File: src/logic/txcfg_defines.svh
/*
  Constants of the transmit configuration block: config port map,
  reset values, code words and frame check constants.
  Assumes it is included by its bare name wherever the values are used.
*/
`ifndef TXCFG_DEFINES_SVH
`define TXCFG_DEFINES_SVH

// =====================================================
// Config port map
`define A_CTRL 10'h000
`define A_SPACING 10'h001
`define A_MK_BASE 10'h010
`define A_MK_END 10'h060

// =====================================================
// Control word fields
`define F_INS 0
`define F_IGN 1
`define F_IPG_LO 4
`define F_IPG_HI 7

// =====================================================
// Reset values
`define RST_INS 1'b1
`define RST_IGN 1'b0
`define RST_IPG 4'hC
`define RST_SPACING 16'h3FFF
`define RST_MK { \
  64'hC0F0E5003F0F1A00, 64'h5F662A00A099D500, 64'hADD6B70052294800, \
  64'hC4314C003BCEB300, 64'h3536CD00CAC93200, 64'h83C7CA007C383500, \
  64'h1AF8BD00E5074200, 64'h5CB9B200A3464D00, 64'hB9915500466EAA00, \
  64'hFD6C990002936600, 64'h68C9FB0097360400, 64'hA02476005FDB8900, \
  64'h7B45660084BA9900, 64'h9A4A260065B5D900, 64'hDD14C20022EB3D00, \
  64'hF50709000AF8F600, 64'h4D957B00B26A8400, 64'h594BE800A6B41700, \
  64'h9D718E00628E7100, 64'hC16821003E97DE00}

// =====================================================
// Gap and lane figures
`define IPG_MIN_VALID 4'h8
`define IPG_MAX_VALID 4'hC
`define GAP_TERM_ONLY 4'h1
`define LANES 5'h14
`define LANE_LAST 5'h13

// =====================================================
// Code words and frame check
`define CW_IDLE 8'h07
`define CW_TERM 8'hFD
`define CRC_INIT 32'hFFFFFFFF
`define CRC_POLY 32'hEDB88320
`define CRC_RESID 32'hDEBB20E3
`define FCS_LAST 2'h3

`endif

File: src/logic/txcfg_pkg.sv
/*
  Types of the transmit configuration block: state codes and the
  packed state record. Assumes nothing of its surroundings.
*/
package txcfg_pkg;

  // =====================================================
  // Transmit states
  typedef enum logic [3:0] {
    S_IDLE = 4'h1,
    S_DATA = 4'h2,
    S_FCS = 4'h4,
    S_GAP = 4'h8
  } state_t;

  // =====================================================
  // Whole module state
  typedef struct packed {
    state_t state;
    logic ins;
    logic ign;
    logic [3:0] ipg;
    logic [15:0] spacing;
    logic [19:0][63:0] mk;
    logic pkt_ins;
    logic [31:0] crc;
    logic [1:0] fcnt;
    logic [3:0] gcnt;
    logic [15:0] wcnt;
    logic [4:0] lane;
    logic out_valid;
    logic [7:0] out_data;
    logic out_ctrl;
    logic mk_valid;
    logic [63:0] mk_data;
    logic [4:0] mk_lane;
    logic [15:0] rd_data;
    logic rdy;
    logic pkt;
    logic good;
    logic bad;
    logic bad_fcs;
    logic stomp;
  } st_t;

endpackage

File: src/logic/tx_mac_pcs_config_port.sv
/*
  Transmit side of the MAC/PCS: frame check insertion or checking,
  inter-packet gap, lane marker insertion and the 16-bit config port.
  Assumes one clock for packets and config port, inputs synchronous to
  it, and a byte-wide packet source that honours the ready signal.
*/
`timescale 1ns/10ps
`include "txcfg_defines.svh"

// Overview of operation
// - Insertion on: compute and append frame check; off: send packets as given.
// - Ignore-check setting acts only while insertion is off.
// - Ignore on, insertion off: bad-check packet classed good.
// - Ignore off, insertion off: flag bad and stomped, send packet unchanged.
// - With ignore on, statistics count bad-check packets as if the check were correct.
// - Gap setting 8 to 12 is target minimum gap in bytes, default 12.
// - Gap setting 0 to 7 gives a minimum gap of terminate only, no idles.
// - Marker spacing setting is words from one marker to the next minus one, default 16383.
// - Each of twenty lanes holds its own 64-bit marker with own default.
// - Enable low: no access; enable high: select low reads, high writes.
// - Ready pulses when a write completes or read data is valid.
// - Read data is 16 bits, location chosen by 10-bit address.
module tx_mac_pcs_config_port (
  input wire logic MCLK,
  input wire logic RST_B,
  input wire logic CFG_ACCESS_ENABLE,
  input wire logic CFG_WRITE_SELECT,
  input wire logic [9:0] CFG_ADDRESS,
  input wire logic [15:0] CFG_WRITE_DATA,
  output logic [15:0] CFG_READ_DATA,
  output logic CFG_ACCESS_READY,
  input wire logic TX_IN_VALID,
  input wire logic [7:0] TX_IN_DATA,
  input wire logic TX_IN_SOP,
  input wire logic TX_IN_EOP,
  output logic TX_IN_READY,
  output logic TX_OUT_VALID,
  output logic [7:0] TX_OUT_DATA,
  output logic TX_OUT_CTRL,
  output logic MARKER_VALID,
  output logic [63:0] MARKER_DATA,
  output logic [4:0] MARKER_LANE,
  output logic STAT_TX_PACKET,
  output logic STAT_TX_GOOD,
  output logic STAT_TX_BAD,
  output logic STAT_TX_BAD_FCS,
  output logic STOMPED_CRC_FLAG,
  output logic FCS_INS_ENABLE,
  output logic IGNORE_FCS,
  output logic [3:0] IPG_VALUE,
  output logic [15:0] TX_MARKER_SPACING_M1
);

  // =====================================================
  // Reset image
  localparam txcfg_pkg::st_t RST_ST = '{
    state: txcfg_pkg::S_IDLE,
    ins: `RST_INS,
    ign: `RST_IGN,
    ipg: `RST_IPG,
    spacing: `RST_SPACING,
    mk: `RST_MK,
    crc: `CRC_INIT,
    default: '0
  };

  txcfg_pkg::st_t r;
  txcfg_pkg::st_t n;
  logic mark_now;
  logic accept;
  logic ins_now;
  logic [31:0] crc_base;
  logic [31:0] crc_new;
  logic [3:0] gap_target;
  logic hit_ctrl;
  logic hit_spacing;
  logic hit_marker;
  logic [9:0] mk_offset;
  logic [4:0] wr_lane;
  logic ign_eff;
  logic [7:0] fcs_byte;
  logic gap_done;

  // =====================================================
  // Frame check byte update
  function automatic logic [31:0] crc8(input logic [31:0] c, input logic [7:0] d);
    logic [31:0] x;
    x = c ^ {24'h000000, d};
    for (int i = 0; i < 8; i++) begin
      x = x[0] ? ((x >> 1) ^ `CRC_POLY) : (x >> 1);
    end
    return x;
  endfunction

  // =====================================================
  // Config readback
  function automatic logic [15:0] rd_word(input txcfg_pkg::st_t s, input logic [9:0] a);
    logic [9:0] idx;
    logic [15:0] w;
    idx = a - `A_MK_BASE;
    w = 16'h0000;
    if (a == `A_CTRL) begin
      w[`F_INS] = s.ins;
      w[`F_IGN] = s.ign;
      w[`F_IPG_HI:`F_IPG_LO] = s.ipg;
    end else if (a == `A_SPACING) begin
      w = s.spacing;
    end else if (a >= `A_MK_BASE && a < `A_MK_END) begin
      w = s.mk[idx[6:2]][{idx[1:0], 4'h0} +: 16];
    end
    return w;
  endfunction

  // =====================================================
  // Gap length target
  // Terminate only
  always_comb begin
    if (r.ipg < `IPG_MIN_VALID) begin
      gap_target = `GAP_TERM_ONLY;
    end else if (r.ipg > `IPG_MAX_VALID) begin
      gap_target = `IPG_MAX_VALID;
    end else begin
      gap_target = r.ipg;
    end
  end

  // =====================================================
  // Marker and packet handshake
  // Marker spacing count
  assign mark_now = (r.wcnt >= r.spacing);
  assign TX_IN_READY = (r.state == txcfg_pkg::S_DATA ||
                        r.state == txcfg_pkg::S_IDLE) && !mark_now;
  assign accept = TX_IN_READY && TX_IN_VALID &&
                  (r.state == txcfg_pkg::S_DATA || TX_IN_SOP);
  assign ins_now = (r.state == txcfg_pkg::S_IDLE) ? r.ins : r.pkt_ins;
  assign crc_base = (r.state == txcfg_pkg::S_IDLE) ? `CRC_INIT : r.crc;
  assign crc_new = crc8(crc_base, TX_IN_DATA);

  // =====================================================
  // Config port address decode
  assign hit_ctrl = (CFG_ADDRESS == `A_CTRL);
  assign hit_spacing = (CFG_ADDRESS == `A_SPACING);
  assign hit_marker = (CFG_ADDRESS >= `A_MK_BASE) && (CFG_ADDRESS < `A_MK_END);
  assign mk_offset = CFG_ADDRESS - `A_MK_BASE;
  assign wr_lane = mk_offset[6:2];

  // =====================================================
  // Packet end terms
  // Ignore only without insertion
  assign ign_eff = r.ign && !ins_now;
  assign fcs_byte = 8'(~r.crc >> {r.fcnt, 3'h0});
  assign gap_done = (4'(r.gcnt + 4'h1) >= gap_target);

  // =====================================================
  // Next state
  always_comb begin
    n = r;
    n.rdy = 1'b0;
    n.pkt = 1'b0;
    n.good = 1'b0;
    n.bad = 1'b0;
    n.bad_fcs = 1'b0;
    n.stomp = 1'b0;
    n.mk_valid = 1'b0;
    n.out_valid = 1'b0;
    n.out_ctrl = 1'b0;

    if (CFG_ACCESS_ENABLE) begin
      n.rdy = 1'b1;
      if (CFG_WRITE_SELECT) begin
        if (hit_ctrl) begin
          n.ins = CFG_WRITE_DATA[`F_INS];
          n.ign = CFG_WRITE_DATA[`F_IGN];
          n.ipg = CFG_WRITE_DATA[`F_IPG_HI:`F_IPG_LO];
        end else if (hit_spacing) begin
          n.spacing = CFG_WRITE_DATA;
        end else if (hit_marker) begin
          n.mk[wr_lane][{CFG_ADDRESS[1:0], 4'h0} +: 16] = CFG_WRITE_DATA;
        end
      end else begin
        n.rd_data = rd_word(r, CFG_ADDRESS);
      end
    end

    if (mark_now) begin
      n.mk_valid = 1'b1;
      n.mk_data = r.mk[r.lane];
      n.mk_lane = r.lane;
      n.wcnt = 16'h0000;
      n.lane = (r.lane == `LANE_LAST) ? 5'h00 : 5'(r.lane + 5'h01);
    end else begin
      n.wcnt = 16'(r.wcnt + 16'h0001);
      unique case (r.state)
        txcfg_pkg::S_IDLE, txcfg_pkg::S_DATA: begin
          if (r.state == txcfg_pkg::S_IDLE) begin
            n.out_valid = 1'b1;
            n.out_ctrl = 1'b1;
            n.out_data = `CW_IDLE;
          end
          if (accept) begin
            n.state = txcfg_pkg::S_DATA;
            n.pkt_ins = ins_now;
            n.crc = crc_new;
            n.out_valid = 1'b1;
            n.out_ctrl = 1'b0;
            n.out_data = TX_IN_DATA;
            if (TX_IN_EOP) begin
              if (ins_now) begin
                n.state = txcfg_pkg::S_FCS;
                n.fcnt = 2'h0;
              end else begin
                n.state = txcfg_pkg::S_GAP;
                n.gcnt = 4'h0;
                n.pkt = 1'b1;
                if (crc_new == `CRC_RESID || ign_eff) begin
                  n.good = 1'b1;
                end else begin
                  n.bad = 1'b1;
                  n.bad_fcs = 1'b1;
                  n.stomp = 1'b1;
                end
              end
            end
          end
        end
        txcfg_pkg::S_FCS: begin
          n.out_valid = 1'b1;
          n.out_data = fcs_byte;
          n.fcnt = 2'(r.fcnt + 2'h1);
          if (r.fcnt == `FCS_LAST) begin
            n.state = txcfg_pkg::S_GAP;
            n.gcnt = 4'h0;
            n.pkt = 1'b1;
            n.good = 1'b1;
          end
        end
        txcfg_pkg::S_GAP: begin
          n.out_valid = 1'b1;
          n.out_ctrl = 1'b1;
          n.out_data = (r.gcnt == 4'h0) ? `CW_TERM : `CW_IDLE;
          n.gcnt = 4'(r.gcnt + 4'h1);
          if (gap_done) begin
            n.state = txcfg_pkg::S_IDLE;
          end
        end
      endcase
    end
  end

  // =====================================================
  // State register
  always_ff @(posedge MCLK or negedge RST_B) begin
    if (!RST_B) begin
      r <= RST_ST;
    end else begin
      r <= n;
    end
  end

  // =====================================================
  // Config port outputs
  assign CFG_READ_DATA = r.rd_data;
  assign CFG_ACCESS_READY = r.rdy;

  // =====================================================
  // Stream and marker outputs
  assign TX_OUT_VALID = r.out_valid;
  assign TX_OUT_DATA = r.out_data;
  assign TX_OUT_CTRL = r.out_ctrl;
  assign MARKER_VALID = r.mk_valid;
  assign MARKER_DATA = r.mk_data;
  assign MARKER_LANE = r.mk_lane;

  // =====================================================
  // Status pulses and settings
  assign STAT_TX_PACKET = r.pkt;
  assign STAT_TX_GOOD = r.good;
  assign STAT_TX_BAD = r.bad;
  assign STAT_TX_BAD_FCS = r.bad_fcs;
  assign STOMPED_CRC_FLAG = r.stomp;
  assign FCS_INS_ENABLE = r.ins;
  assign IGNORE_FCS = r.ign;
  assign IPG_VALUE = r.ipg;
  assign TX_MARKER_SPACING_M1 = r.spacing;

endmodule

File: config.mk
export PLATFORM = sky130hd
export DESIGN_NAME = tx_mac_pcs_config_port
export DESIGN_NICKNAME = d
export VERILOG_FILES = /design/src/logic/txcfg_pkg.sv /design/src/logic/tx_mac_pcs_config_port.sv
export VERILOG_INCLUDE_DIRS = /design/src /design/src/logic
export SDC_FILE = /design/constraint.sdc
export NUM_CORES = 2
export LEC_CHECK = 0
export ABC_CLOCK_PERIOD_IN_PS = 3600
export BUFFER_PORTS_ARGS = -buffer_cell sky130_fd_sc_hd__buf_4
export CAP_MARGIN = 20
export CORE_MARGIN = 2
export CORE_UTILIZATION = 59
export CTS_BUF_LIST = sky130_fd_sc_hd__clkbuf_4
export DETAILED_ROUTE_END_ITERATION = 10
export PLACE_DENSITY = 0.82
export SYNTH_ARGS = -nofsm -noshare
export SYNTH_HDL_FRONTEND = slang
export SYNTH_SLANG_ARGS = --single-unit
File: constraint.sdc
create_clock -name MCLK -period 3.6 [get_ports MCLK]
set_clock_uncertainty 0.2 [all_clocks]
set_input_delay 0.18 -clock MCLK [delete_from_list [all_inputs] [get_ports MCLK]]
set_output_delay 0.18 -clock MCLK [all_outputs]
set_load 0.02 [all_outputs]
After elaboration in Yosys (flattened, before gate mapping)
Cells that the tools add are included.
{"block": "word_totals", "inputBits": 41, "word_cells": 173, "out_inout_bits": 125, "reg_bits": 1468}
{"block": "classes", "bitwise": 14, "n_eq_ne": 15, "n_addsub": 6, "n_shift": 4, "muxes": 57, "n_reduce_logical": 24, "magnitude_cmp": 9}
{"operator": "$bwmux W1280", "n": 1}
{"operator": "$bmux W64 S5", "n": 2}
{"operator": "$demux W64 S5", "n": 1}
{"operator": "$mux W32", "n": 9}
{"operator": "$mux W64", "n": 3}
{"operator": "$not A13 Y14", "n": 8}
{"operator": "$mux W70", "n": 1}
{"operator": "$shift A16 B8 Y64 const A", "n": 1}
{"operator": "$shiftx A16 B8 Y64", "n": 1}
{"operator": "$shiftx A64 B7 Y16", "n": 1}
{"operator": "$mux W16", "n": 3}
{"operator": "$mux W4", "n": 10}
{"operator": "$eq A32 B32 Y1 const B", "n": 1}
{"operator": "$not A32 Y32", "n": 1}
{"operator": "$shr A32 B5 Y8", "n": 1}
{"operator": "$xor A32 B8 Y32", "n": 1}
{"operator": "$mux W10", "n": 3}
{"operator": "$pmux W9 S3", "n": 1}
{"operator": "$mux W5", "n": 5}
{"operator": "$pmux W4 S3", "n": 2}
{"operator": "$add A16 B1 Y16 const B", "n": 1}
{"operator": "$ge A16 B16 Y1", "n": 1}
{"operator": "$mux W8", "n": 2}
{"operator": "$reduce_and A5 Y1", "n": 3}
{"operator": "38 further kinds", "n": 66}

Depth between registers and ports, before layout
{"block": "logic_depth", "word_depth": 27, "ltp_mapped": 15, "ltp_nobuf": 13}

Worst setup path before layout
No wires, ideal clock.
{"block": "synth_path", "path_type": "reg-to-reg", "from": "register r[1464] in the netlist's numbering", "to": "register r, in the netlist STAT_TX_GOOD", "setup_time_ns": 0.070, "path_buffers": 3, "setup_slack_ns": 0.165, "period_less_slack_ns": 3.435, "stages_incl_launch_ff": 14, "arrival_time_ns": 3.165, "required_time_ns": 3.330, "cell_sequence": "dfstp_2 > buf_2 > or4b_4 > buf_6 > buf_6 > nand2_1 > xor3_1 > a211o_1 > a211oi_1 > o21bai_1 > o2111ai_1 > a2111oi_2 > a22o_1 > a32o_1"}
{"element": "start, declared", "line": "tx_mac_pcs_config_port.sv:67", "source": "txcfg_pkg::st_t r;"}
{"element": "start signal, assigned", "line": "tx_mac_pcs_config_port.sv:256", "source": "r <= n;"}

Final worst setup path
{"block": "layout_path", "from": "register r, in the netlist TX_MARKER_SPACING_M1[1]", "to": "output TX_IN_READY"}
{"block": "layout_between", "elab_chain_cells": 3}
{"element": "$ge A16 B16 Y1", "line": "tx_mac_pcs_config_port.sv:130", "source": "assign mark_now = (r.wcnt >= r.spacing);"}
{"element": "$logic_not A1 Y1", "line": "tx_mac_pcs_config_port.sv:132", "source": "r.state == txcfg_pkg::S_IDLE) && !mark_now;"}
{"element": "$logic_and A1 B1 Y1", "line": "tx_mac_pcs_config_port.sv:132"}
{"element": "end, declared", "line": "tx_mac_pcs_config_port.sv:36", "source": "output logic TX_IN_READY,"}
No other way between the ends.

==> impl_metrics.toml <==
[yosys]
synth_xor_area_share_pct = 1.35
synth_top_area_share_pct = 30.8
synth_common_cells = "nand2_1, o21ai_0, dfrtp_1, mux4_2, clkbuf_1"
synth_edf_count = 0
syn_nets = 6942
yosys.area_share.simple_pct = 10.6
synth.mux.area_fraction_pct = 21.6
synth.most_common_cell = "nand2_1"
seq_area_frac_synth_pct = 49.1
netlist_top_cells_area = "dfrtp_1, mux4_2, dfstp_2, o21ai_0, nand2_1"
netlist_area_um2 = 76100
ys_warn_count = 0
ys_ff_latch = 1466
synth_top_family_by_area = "multiplexers"
ys.flop_type = "dfrtp_1"
synthAdderAreaFrac_pct = 0.542
synth-compound-area-share_pct = 12.2
synth_top_cell_by_area = "dfrtp_1"
synthCells = 6868
syn_avg_cell_area_um2 = 11.1
synth_cell_types = 72
synthArstFlopShare_pct = 100

[sta]
fin_crit_ns = 3.90
holdWs_ns = 0.0603
fin_ws_ns = -0.296
finalSetupViolations = 2
fmax_ghz = 0.257
slew_violations = 0
worst_slew_pin_slew_ns = 0.978
rsz0062_at_grt = "yes"
slew_headroom_pct = 34.8
period_share_pct = 108
hold_viol_final = 0

[run_status]
status = "complete, but fails checks"
violations = "negative setup slack"

[critical_path]
setup.worst_path.start_class = "flip-flop"
critPathCaptureType = "primary output"
timing.critical_path.fanout_max = 2
cpLargestDelayFamily = "compound AO/OA/AOI/OAI gates"
cp_cell_sequence = "inv_1 > ha_1 > a21oi_2 > o21ai_2 > a21oi_2 > nor2b_1 > o2111ai_1 > a21o_1 > and2_4 > inv_8 > nor2_4 > buf_6"
cp_slowest_cell = "dfstp_2"
crit_required_ns = 3.22
critPathMaxStageDelay_ns = 0.56
critical_path_class = "reg -> out"
cp_data_arrival_time_ns = 3.52
cpMostUsedCell = "a21oi_2"
timing.critical_path.buf_inv = 3

[hold_path]
hp-class = "in -> reg"

[routing]
vias = 62500
drc = 0
drtIter0Drc = 9273
routed_wl_mm = 247
firstDrtPassIters = 6
viasPerCell = 6.93
ant_nets = 0
wl_per_cell_um = 27.4

[final_layout]
layout-drive-gt1-share_pct = 32.6
fillCellCount = 8655
stdcell_count = 9011
seq_area_um2 = 37400
multi_input_area_um2 = 35500
utilization_pct = 66.7
area_growth_syn_to_layout_pct = 12.0
final_nets = 7114

[clock_network]
cts_tree = "built"
cts-htree-levels = 5
clock_sink_count = 1466
clock_latency_ns = 1.35
cts_buffers = 371
path_clk_slew_ns = 0.08
clockRootBuffer = "clkbuf_4"
cts_buffer_depth = 4

[placement]
numPortBuffers = 165
gp_congestion = 0.939
hpwl_mm = 145
dp_cells = 8221

[grt]
antenna_found_initial = 19
grt_overflow_total = 0
grt_pass1_wl_mm = 371
globalRouteTotalUtil_pct = 37.5
grt_pass1_vias = 62700
grt_max_degree = 127

[power]
p_leak_nw = 34.2
p_per_area_nw_per_um2 = 501
irDropWorstVdd_uv = 448
finalPower_w = 0.0427

[floorplanning]
core_area_um2 = 128000
die_area_um2 = 132000
chipWidth_um = 363
start_util_pct = 59.5
pin_count = 166
die_h_um = 363
placementRows = 131

[flow_run]
drv_cap = 0
## worst reg2reg max path: stages, from the launching register on
cell and delay (ns):
dfstp_2 0.56, inv_1 0.05, ha_1 0.28, nand2_1 0.08, o21ai_2 0.18, a21oi_2 0.08, nor2b_1 0.13, o2111ai_1 0.12
a21o_1 0.21, and2_4 0.17, buf_4 0.13, buf_4 0.18, buf_16 0.24, a221oi_1 0.76, nor2_1 0.08
## layout make-up
cell class,count,area share [%]
Multi-Input combinational cell,4593,41.6
Timing Repair Buffer,576,6.42
Tap cell,1662,2.44
Inverter,32,0.151
Antenna cell,26,0.0763
Clock buffer,561,4.94
Sequential cell,1466,43.8
Clock inverter,95,0.500
## flip-flops by register name, summed over array words and instances (netlist names), 4 cells and up
signal / count
r: 1344
MARKER_DATA: 64
CFG_READ_DATA: 16
TX_MARKER_SPACING_M1: 16
TX_OUT_DATA: 8
MARKER_LANE: 5
IPG_VALUE: 4
## layout by cell type (no fill, tap or decap), types with 31 or more instances in the layout
| master | count |
|---|---|
| a21oi_1 | 39 |
| a221oi_1 | 70 |
| a22oi_1 | 141 |
| buf_12 | 64 |
| buf_4 | 408 |
| clkbuf_4 | 561 |
| clkinv_1 | 80 |
| dfrtp_1 | 932 |
| dfstp_2 | 530 |
| dlygate4sd3_1 | 94 |
| ha_1 | 31 |
| mux4_2 | 712 |
| nand2_1 | 1576 |
| nand3_1 | 55 |
| nand4_1 | 53 |
| nor2_1 | 237 |
| o21ai_0 | 1348 |
| xnor2_1 | 56 |
| xor2_1 | 37 |
## what timing repair did
item / in CTS / in global routing
hold buffers: 95 / 0
hold endpoints to repair: 2841 / 0
gates resized for setup: 13 / 30
setup endpoints to repair: 3 / 9
gates cloned: 0 / 1
pin swaps: 12 / 12
setup buffers: 11 / 1
## kinds of logic (layout without fill, tap and decap cells)
family | after synthesis | after routing
muxes | 746 | 746
xor gates and xnor gates | 105 | 105
AOI/OAI and AO/OA | 1685 | 1685
other | 0 | 26
DFF | 1466 | 1466
adders and majority gates | 33 | 33
buffers and inverters | 809 | 1264
and+or+nand+nor | 2024 | 2024
## path summary, 6_finish.rpt
check | start | end | slack, ns | depth (start not counted)
setup reg to reg | TX_MARKER_SPACING_M1[2] | MARKER_DATA[16] | -0.04 | 14
hold reg to reg | MARKER_LANE[3] | MARKER_LANE[3] | 0.28 | 2
max in group asynchronous | RST_B | r[1420] | 1.45 | 7
hold / removal | TX_IN_DATA[6] | r[159] | 0.06 | 7
min in group asynchronous | RST_B | r[448] | 0.45 | 5
setup / recovery | TX_MARKER_SPACING_M1[1] | TX_IN_READY | -0.30 | 12
## report_power, final
group	internal [W]	total [W]	switching, W
Combinational	0.00437	0.0108	0.00641
Clock	0.00724	0.0142	0.00699
Sequential	0.0169	0.0177	0.000781
## routing by layer
| layer | up-vias | routed length (um) | part of all wire (%) | GRT usage [%] |
|---|---|---|---|---|
| li1 | 25200 | - | - | - |
| met1 | 30600 | 81600 | 33 | 46.1 |
| met2 | 5269 | 110000 | 44 | 55.1 |
| met3 | 1316 | 37200 | 15 | 15.0 |
| met4 | 22 | 18300 | 7.4 | 24.6 |
| met5 | - | 159 | 0.064 | 0 |
## metrics by stage
step | setup TNS (ns) | setup slack, ns | area, um2
global placement | -0.0147 | -0.0147 | 79200
floorplan | 0 | 0.165 | 76100
finish | -0.336 | -0.296 | 85200
CTS | -0.179 | -0.179 | 85000
global route | -0.436 | -0.383 | 85200
detailed placement | -0.0561 | -0.0396 | 79300
No activity file was read; power rests on OpenSTA's default activity.
